==> src/dmacf_pkg.sv <==
// Constants shared by the channel enable and flag block
package dmacf_pkg;

	// Channel count and widths
	localparam int NUM_CHAN = 7;
	localparam int CHAN_IDX_W = 3;
	localparam int SFR_W = 8;
	localparam int OFFS_W = 10;

	// Register page and addresses
	localparam logic [7:0] DMA_PAGE = 8'h02;
	localparam logic [7:0] ADDR_CHAN_ENABLE = 8'hd2;
	localparam logic [7:0] ADDR_FULL_FLAGS = 8'hd3;
	localparam logic [7:0] ADDR_HALF_FLAGS = 8'hd4;
	localparam logic [7:0] ADDR_CHAN_CONFIG = 8'hc9;

	// Field positions inside the channel configuration register
	localparam int CFG_FULL_IE_BIT = 7;
	localparam int CFG_HALF_IE_BIT = 6;

	// Reset values
	localparam logic [6:0] CHAN_ENABLE_RST = 7'h00;
	localparam logic [6:0] FULL_FLAGS_RST = 7'h00;
	localparam logic [6:0] HALF_FLAGS_RST = 7'h00;
	localparam logic [6:0] CFG_IE_RST = 7'h00;
	localparam logic [9:0] OFFS_RST = 10'h000;
	localparam logic [7:0] RDATA_RST = 8'h00;

	// Selector value that names no channel
	localparam logic [2:0] SEL_INVALID = 3'h7;

	// Counting constants
	localparam logic [9:0] OFFS_ONE = 10'h001;
	localparam logic [0:0] UNUSED_BIT_READ = 1'h0;

endpackage

==> src/dmacf_top.sv <==
// Per-channel enable, byte offset counters and completion flags of the DMA engine
`timescale 1ns/10ps
`default_nettype none

module dmacf_top
(
	input wire logic clock_i, // Core clock
	input wire logic rst_i, // Synchronous reset, active high
	input wire logic [7:0] sfr_page_i, // Current register page
	input wire logic [7:0] sfr_addr_i, // Register address
	input wire logic sfr_wr_i, // Write strobe
	input wire logic sfr_rd_i, // Read strobe
	input wire logic [7:0] sfr_wdata_i, // Write data
	input wire logic [2:0] chan_sel_i, // Channel chosen for configuration
	input wire logic [6:0] byte_moved_i, // One pulse per byte moved, per channel
	input wire logic [6:0] offset_clr_i, // Counter clear from firmware, per channel
	input wire logic [6:0][9:0] transfer_size_i, // Programmed transfer size, per channel
	output logic [7:0] sfr_rdata_o, // Read data
	output logic sfr_rd_hit_o, // Read answered by this block
	output logic [6:0] chan_go_o, // Channel may transfer
	output logic [6:0][9:0] byte_offset_o, // Byte offset counters
	output logic [6:0] full_flags_o, // Full-length flags
	output logic [6:0] half_flags_o, // Mid-point flags
	output logic dma_irq_o // Interrupt request
);

	// Mid-point target for a given transfer size
	function automatic logic [9:0] half_target(input logic [9:0] size);
		logic [9:0] half;
		half = {1'b0, size[9:1]};
		if (size[0])
		begin
			half_target = half + dmacf_pkg::OFFS_ONE;
		end
		else
		begin
			half_target = half;
		end
	endfunction

	// Register access decode helper
	function automatic logic reg_hit(input logic [7:0] page, input logic [7:0] addr,
		input logic [7:0] want);
		reg_hit = (page == dmacf_pkg::DMA_PAGE) && (addr == want);
	endfunction

	// State
	logic [6:0] chan_enable_r;
	logic [6:0] chan_enable_nxt;
	logic [6:0] full_flags_r;
	logic [6:0] full_flags_nxt;
	logic [6:0] half_flags_r;
	logic [6:0] half_flags_nxt;
	logic [6:0] full_ie_r;
	logic [6:0] full_ie_nxt;
	logic [6:0] half_ie_r;
	logic [6:0] half_ie_nxt;
	logic [6:0][9:0] offs_r;
	logic [6:0][9:0] offs_nxt;
	logic [7:0] rdata_r;
	logic [7:0] rdata_nxt;
	logic rd_hit_r;
	logic rd_hit_nxt;
	logic [6:0] go_r;
	logic [6:0] go_nxt;
	logic irq_r;
	logic irq_nxt;

	// Address decode
	wire logic hit_en;
	wire logic hit_full;
	wire logic hit_half;
	wire logic hit_cfg;
	wire logic wr_en;
	wire logic wr_full;
	wire logic wr_half;
	wire logic wr_cfg;
	wire logic sel_valid;

	assign hit_en = reg_hit(sfr_page_i, sfr_addr_i, dmacf_pkg::ADDR_CHAN_ENABLE);
	assign hit_full = reg_hit(sfr_page_i, sfr_addr_i, dmacf_pkg::ADDR_FULL_FLAGS);
	assign hit_half = reg_hit(sfr_page_i, sfr_addr_i, dmacf_pkg::ADDR_HALF_FLAGS);
	assign hit_cfg = reg_hit(sfr_page_i, sfr_addr_i, dmacf_pkg::ADDR_CHAN_CONFIG);
	assign wr_en = sfr_wr_i && hit_en;
	assign wr_full = sfr_wr_i && hit_full;
	assign wr_half = sfr_wr_i && hit_half;
	assign wr_cfg = sfr_wr_i && hit_cfg;
	assign sel_valid = (chan_sel_i != dmacf_pkg::SEL_INVALID);

	// Per-channel compare events
	wire logic [6:0] full_set;
	wire logic [6:0] half_set;
	wire logic [6:0] cfg_wr_ch;

	// Channel slices: counters, compares and configuration enables
	genvar ch;
	generate
		for (ch = 0; ch < dmacf_pkg::NUM_CHAN; ch = ch + 1)
		begin : g_chan
			wire logic [9:0] full_tgt;
			wire logic [9:0] half_tgt;

			// Compare targets from the programmed size
			assign full_tgt = transfer_size_i[ch] - dmacf_pkg::OFFS_ONE;
			assign half_tgt = half_target(transfer_size_i[ch]);

			// Flag events on the byte that sits at the target offset
			assign full_set[ch] = byte_moved_i[ch] && (offs_r[ch] == full_tgt);
			assign half_set[ch] = byte_moved_i[ch] && (offs_r[ch] == half_tgt);

			// Configuration write aimed at this channel
			assign cfg_wr_ch[ch] = wr_cfg && sel_valid && (chan_sel_i == 3'(ch));

			// Offset counter: firmware clear, else one step per byte
			always_comb
			begin
				if (offset_clr_i[ch])
				begin
					offs_nxt[ch] = dmacf_pkg::OFFS_RST;
				end
				else if (byte_moved_i[ch])
				begin
					offs_nxt[ch] = offs_r[ch] + dmacf_pkg::OFFS_ONE;
				end
				else
				begin
					offs_nxt[ch] = offs_r[ch];
				end
			end

			// Interrupt enables taken from the selected channel's configuration
			always_comb
			begin
				if (cfg_wr_ch[ch])
				begin
					full_ie_nxt[ch] = sfr_wdata_i[dmacf_pkg::CFG_FULL_IE_BIT];
					half_ie_nxt[ch] = sfr_wdata_i[dmacf_pkg::CFG_HALF_IE_BIT];
				end
				else
				begin
					full_ie_nxt[ch] = full_ie_r[ch];
					half_ie_nxt[ch] = half_ie_r[ch];
				end
			end
		end
	endgenerate

	// Enable register: only bits 6 to 0 are stored
	assign chan_enable_nxt = wr_en ? sfr_wdata_i[6:0] : chan_enable_r;

	// Flag registers: a hardware set wins over a firmware write in the same cycle
	assign full_flags_nxt = (wr_full ? sfr_wdata_i[6:0] : full_flags_r) | full_set;
	assign half_flags_nxt = (wr_half ? sfr_wdata_i[6:0] : half_flags_r) | half_set;

	// Channel permission: enabled and no pending flag
	assign go_nxt = chan_enable_nxt & ~full_flags_nxt & ~half_flags_nxt;

	// Interrupt request from enabled flags
	assign irq_nxt = |((full_flags_nxt & full_ie_nxt) | (half_flags_nxt & half_ie_nxt));

	// Read data selection; bit 7 always zero
	wire logic rd_any;
	assign rd_any = sfr_rd_i && (hit_en || hit_full || hit_half);
	assign rd_hit_nxt = rd_any;
	always_comb
	begin
		rdata_nxt = dmacf_pkg::RDATA_RST;
		if (sfr_rd_i && hit_en)
		begin
			rdata_nxt = {dmacf_pkg::UNUSED_BIT_READ, chan_enable_r};
		end
		else if (sfr_rd_i && hit_full)
		begin
			rdata_nxt = {dmacf_pkg::UNUSED_BIT_READ, full_flags_r};
		end
		else if (sfr_rd_i && hit_half)
		begin
			rdata_nxt = {dmacf_pkg::UNUSED_BIT_READ, half_flags_r};
		end
		else
		begin
			rdata_nxt = dmacf_pkg::RDATA_RST;
		end
	end

	// Register file and flags
	always_ff @(posedge clock_i)
	begin
		if (rst_i)
		begin
			chan_enable_r <= dmacf_pkg::CHAN_ENABLE_RST;
			full_flags_r <= dmacf_pkg::FULL_FLAGS_RST;
			half_flags_r <= dmacf_pkg::HALF_FLAGS_RST;
			full_ie_r <= dmacf_pkg::CFG_IE_RST;
			half_ie_r <= dmacf_pkg::CFG_IE_RST;
		end
		else
		begin
			chan_enable_r <= chan_enable_nxt;
			full_flags_r <= full_flags_nxt;
			half_flags_r <= half_flags_nxt;
			full_ie_r <= full_ie_nxt;
			half_ie_r <= half_ie_nxt;
		end
	end

	// Offset counters
	always_ff @(posedge clock_i)
	begin
		if (rst_i)
		begin
			offs_r <= {dmacf_pkg::NUM_CHAN{dmacf_pkg::OFFS_RST}};
		end
		else
		begin
			offs_r <= offs_nxt;
		end
	end

	// Output stage
	always_ff @(posedge clock_i)
	begin
		if (rst_i)
		begin
			rdata_r <= dmacf_pkg::RDATA_RST;
			rd_hit_r <= 1'b0;
			go_r <= dmacf_pkg::CHAN_ENABLE_RST;
			irq_r <= 1'b0;
		end
		else
		begin
			rdata_r <= rdata_nxt;
			rd_hit_r <= rd_hit_nxt;
			go_r <= go_nxt;
			irq_r <= irq_nxt;
		end
	end

	// Outputs straight from flip-flops
	assign sfr_rdata_o = rdata_r;
	assign sfr_rd_hit_o = rd_hit_r;
	assign chan_go_o = go_r;
	assign byte_offset_o = offs_r;
	assign full_flags_o = full_flags_r;
	assign half_flags_o = half_flags_r;
	assign dma_irq_o = irq_r;

endmodule

`default_nettype wire

==> config.mk <==
export PLATFORM = sky130hd
export DESIGN_NAME = dmacf_top
export DESIGN_NICKNAME = d
export VERILOG_FILES = /design/src/dmacf_pkg.sv /design/src/dmacf_top.sv
export SDC_FILE = /design/constraint.sdc
export NUM_CORES = 1
export LEC_CHECK = 0
export BUFFER_PORTS_ARGS = -buffer_cell sky130_fd_sc_hd__buf_2
export CAP_MARGIN = 5
export CORE_AREA = 2 2 133 135
export DETAILED_ROUTE_END_ITERATION = 10
export DIE_AREA = 0 0 135 137
export PLACE_DENSITY = 0.86
export SYNTH_ARGS = -nofsm -noshare
export SYNTH_HDL_FRONTEND = slang
export SYNTH_SLANG_ARGS = --single-unit
==> constraint.sdc <==
create_clock -name clock_i -period 4.6 [get_ports clock_i]
set_input_delay 0.69 -clock clock_i [delete_from_list [all_inputs] [get_ports clock_i]]
set_output_delay 0.69 -clock clock_i [all_outputs]
set_load 0.1 [all_outputs]
=== Word-level counts from Yosys, hierarchy flattened ===
Cells that the tools add are included.
Widths: inputs -> output; s select.

* Register bits: 122
* Bits in latches: 0
* Bits in writable memories: 0
* Bits in read-only memories: 0
* Input bits: 115
* Output and inout bits: 101
* Logic and storage cells: 146
* Memories kept: 0

* $add $sub $neg: 21
* Multiply operators: 0
* Divide/modulo/power cells: 0
* Magnitude comparators: 0
* Equal/unequal tests: 26
* Shift operators: 0
* Muxes and demuxes: 27
* Bitwise operators: 9
* Reduce and logical (&&, ||, !) cells: 46

{| class="wikitable"
|+ Operators with widths
! operator !! number
|-
| $eq 10x10->1 || 14
|-
| $add 10x1->10 const B || 7
|-
| $add 9x1->10 const B || 7
|-
| $mux 10 || 7
|-
| $sub 10x1->10 const B || 7
|-
| $mux 7 || 6
|-
| $logic_and 1x1->1 || 34
|-
| $eq 8x8->1 const B || 4
|-
| $and 7x7->7 || 4
|-
| $or 7x7->7 || 3
|-
| $mux 1 || 14
|-
| $not 7->7 || 2
|-
| $reduce_or 2->1 || 7
|-
| $eq 3x3->1 const B || 3
|-
| $eq 8x2->1 const B || 1
|-
| $reduce_or 7->1 || 1
|-
| $eq 3x2->1 const B || 2
|-
| $eq 3x1->1 const B || 1
|-
| $logic_not 3->1 || 1
|-
| $ne 3x3->1 const B || 1
|-
| $reduce_or 3->1 || 1
|-
| $logic_or 1x1->1 || 2
|}

=== Logic depth before layout (Yosys ltp) ===
* Depth after elaboration: 9
* Gate-level depth with buffers: 11
* Mapped depth without buffers: 10

=== Worst setup path before layout ===
OpenSTA, ideal clock, no wires.

* Kind: input port to flip-flop
* Start: input port sfr_page_i[2]
* End: register irq_r (netlist: dma_irq_o)
* Setup time: 0.147 ns
* Arrival: 2.926 ns
* Slack: 1.526 ns
* Stages: 8
* Path through: nor4_4 > nand4_1 > nor2_1 > mux2_2 > a21o_1 > a221o_1 > a2111oi_2 > a41oi_1

* Word-level cells in the longest chain between the ends: 9
* Elaborated cells on any way between the ends: 37
* Those cells by class: eq/ne: 1; mux: 16; bitwise: 5; reduce/logical: 15

{| class="wikitable"
|+ Ends and longest elaborated chain
! element !! RTL line !! text
|-
| start, declared || dmacf_top.sv:9 || <nowiki>input wire logic [7:0] sfr_page_i,</nowiki>
|-
| $eq 8x2->1 * || dmacf_top.sv:44 || <nowiki>reg_hit = (page == dmacf_pkg::DMA_PAGE) && (addr == want);</nowiki>
|-
| $logic_and 1x1->1 || dmacf_top.sv:44 ||
|-
| $logic_and 1x1->1 || dmacf_top.sv:87 || <nowiki>assign wr_cfg = sfr_wr_i && hit_cfg;</nowiki>
|-
| $logic_and 1x1->1 (2 in a row) || dmacf_top.sv:112 || <nowiki>assign cfg_wr_ch[ch] = wr_cfg && sel_valid && (chan_sel_i == 3'(ch));</nowiki>
|-
| $mux 1 || dmacf_top.sv:134 || <nowiki>if (cfg_wr_ch[ch])</nowiki>
|-
| $and 7x7->7 || dmacf_top.sv:159 || <nowiki>assign irq_nxt = |((full_flags_nxt & full_ie_nxt) | (half_flags_nxt & half_ie_nxt));</nowiki>
|-
| $or 7x7->7 * || dmacf_top.sv:159 ||
|-
| $reduce_or 7->1 * || dmacf_top.sv:159 ||
|-
| end signal, assigned || dmacf_top.sv:235 || <nowiki>irq_r <= irq_nxt;</nowiki>
|-
| end, declared || dmacf_top.sv:66 || <nowiki>logic irq_r;</nowiki>
|}

Mark *: on every way between the ends. The rest lies on a longest branch, timed or not.
A chain may end at the register's enable or synchronous reset.

=== Final worst setup path ===
Ends and elaborated chain as after synthesis.

==> impl_metrics.toml <==
[clock_tree]
insertion_delay_ps = 420
cts.sinks = 121
cts_htree_levels = 4
cts_resized = 0
post-cts-setup-buffers = 0
cts_tree = "done"
cts_hold_buf = 0
clk_pin_slew_ps = 50
clockBufferDepth = 2
cts_root_buf = "clkbuf_16"
cts_buffers = 17

[final_layout]
areaGrowthSynthToFinish_pct = 15.9
drive_gt1_frac = 0.194
layout.nets = 1599
fin_area_um2 = 11700
fillers = 1456

[critical_path]
critPathLaunchType = "input port"
critPathArrivalTime_ps = 3610
crit_chain = "buf_2 -> nor4_4 -> nand4_1 -> nor2_1 -> mux2_2 -> a21o_1 -> a221o_1 -> a2111oi_2 -> a41oi_1"
timing.rr.start = "byte_offset_o[7]"
cpLargestDelayFamily = "simple AND/OR/NAND/NOR gates"
worstPathMaxFanout = 7
crit_path_top_delay_cell = "nor2_1"
critPathRequiredTime_ps = 4870
criticalPathCategory = "input port to flop"
critPathMaxStageDelay_ps = 700
crit_start = "sfr_page_i[2]"
crit_path_end_kind = "flop"
worstPathBufferInverterCount = 1

[synth]
synth_top_family_by_area = "simple AND/OR/NAND/NOR gates"
ys_seq_elements = 121
synth_seq_area_share = 0.240
ys.flop_type = "dfxtp_1"
synth_simple_gate_area_share = 0.298
synth.top_cell.area_share = 0.240
synthXorXnorAreaFrac = 0.167
async_flop_share = 0
ys.warnings.count = 0
synthTopCellsByArea = "dfxtp_1, xnor2_1, xor2_1"
avgSynthCellArea_um2 = 7.64
synth_most_common_cell = "nor2_1"
syn_area_um2 = 10100
ys_top_cells_by_count = "nor2_1, dfxtp_1, xnor2_1, xor2_1, nand2_1"
synth_fp_nets = 1465
postSynthCellCount = 1322
yosysTopAreaCell = "dfxtp_1"
synth_edf_count = 0
synth.area.mux_share = 0.0545
synth_fa_ha_area_frac = 0.0347
synth_compound_area_frac = 0.149
ys_types = 85

[floorplanning]
start_util = 0.592
die_h_um = 137
coreArea_um2 = 17100
rows = 48
dieArea_um2 = 18500
ioPinCount = 216
die_x_um = 135

[grt]
grt_max_degree = 54
grt_pass1_vias = 9533
antenna_found_initial = 5
grt_pass1_wl_um = 45700
grt_overflow_total = 0
grt_use_total = 0.303

[timing]
rsz0062_at_grt = "no"
finalCritPeriodShare = 0.727
final.min_clock_period_ps = 3340
clock_skew_ps = 6.15
relSlewSlack = 0.293
clock.fmax_mhz = 299
setup_viol = 0
slew_viol_final = 0
setup_tns_ps = 0
finalHoldViolCount = 0
worst_slew_pin_slew_ps = 1060

[outcome]
status = "complete, no violations"

[detailed_routing]
wl_per_cell_um = 16.7
vias = 10367
drt-total-wl_um = 28300
drtAntennaViolNets = 0
drcViolationCount = 0
viasPerCell = 6.11
dr.first_iter.drc_count = 801
first_pass_iters = 6

[job]
maxCapViolations = 0

[worst_hold_path]
hold_class = "flop to flop"
worstHoldStart = "half_ie_r[5]"

[placement]
gp_congestion = 0.922
port-buffer-count = 214
placed_cell_area_um2 = 11100
hpwlAfterDp_um = 21200

[power_and_ir_drop]
ir_drop_uv = 258
power.leakage_uw = 0.00486
p_per_area_nw_per_um2 = 248
logic make-up after synthesis:
kind of cell	count (synthesis)
AOI/OAI and AO/OA	216
xor gates and xnor gates	193
adders and majority gates	28
buffers and inverters	150
DFF	121
muxes	53
other	1
and+or+nand+nor	560
cell usage in the layout, fill, tap and decap left out, drive strengths merged, types with 6 or more instances in the layout:
cell,count
a211o,10
a211oi,15
a21oi,40
a222oi,8
a22oi,6
a31oi,18
and2,8
and3,20
buf,216
clkbuf,25
dfxtp,121
ha,28
inv,49
mux2,16
mux2i,37
nand2,94
nand2b,21
nand3,40
nand4,60
nor2,150
nor2b,28
nor3,25
nor3b,7
nor4,24
nor4b,8
o211ai,7
o21ai,47
or2,10
or3,25
xnor2,97
xor2,96
worst reg2reg max path: stages, from the launching register on:
cell	delay [ps]
dfxtp_1	510
xor2_1	170
or4b_1	520
nand2_1	70
nor4_1	50
a21o_1	200
a221o_1	350
a2111oi_2	330
a41oi_1	150
sequential cells by signal, indices dropped and copies added (netlist names):
name	count
dma_irq_o	1
chan_enable_r	7
full_ie_r	7
half_ie_r	7
half_flags_o	7
sfr_rd_hit_o	1
byte_offset_o	70
chan_go_o	7
sfr_rdata_o	7
full_flags_o	7
final cells by class:
cell class,count,area (um^2),area share
clock inverters,7,113,0.00962
repair buffers,216,1090,0.0927
well taps,225,282,0.0240
clock buffers,25,505,0.0432
inverters,49,184,0.0157
diodes,4,10.0,0.000855
multi-input cells,1051,7110,0.607
flip-flops and latches,121,2420,0.207
worst paths after layout:
path | depth (start not counted) | end | slack [ps]
worst max-delay path | 9 | dma_irq_o | 1260
worst min-delay path | 2 | half_ie_r[5] | 500
worst max register to register | 8 | dma_irq_o | 2100
worst min register to register | 2 | half_ie_r[5] | 500
power breakdown:
group | total [uW] | internal, uW | switching, uW
clock network | 1400 | 921 | 476
logic | 443 | 169 | 274
registers | 1060 | 1050 | 9.70
total | 2900 | 2140 | 761
routing by layer:
metal,vias up,part of all wire,track usage
met2,428,0.48,0.512
met1,4868,0.41,0.372
li1,4989,-,-
met4,2,0.030,0.134
met5,-,0.00039,0
met3,80,0.072,0.0641
stage by stage:
stage / total power (uW) / util / cells / worst slack (ps) / hold slack (ps)
floorplan: 1400 / - / 1322 / 1530 / 452
global placement: 1510 / 0.650 / 1662 / 964 / 463
detailed placement: 1520 / 0.650 / 1662 / 805 / 484
CTS: 2910 / 0.686 / 1694 / 1250 / 497
global route: 3010 / 0.686 / 1696 / 1090 / 525
finish: 2900 / 0.687 / 1698 / 1260 / 495
Power figures use the tool's default switching activity.
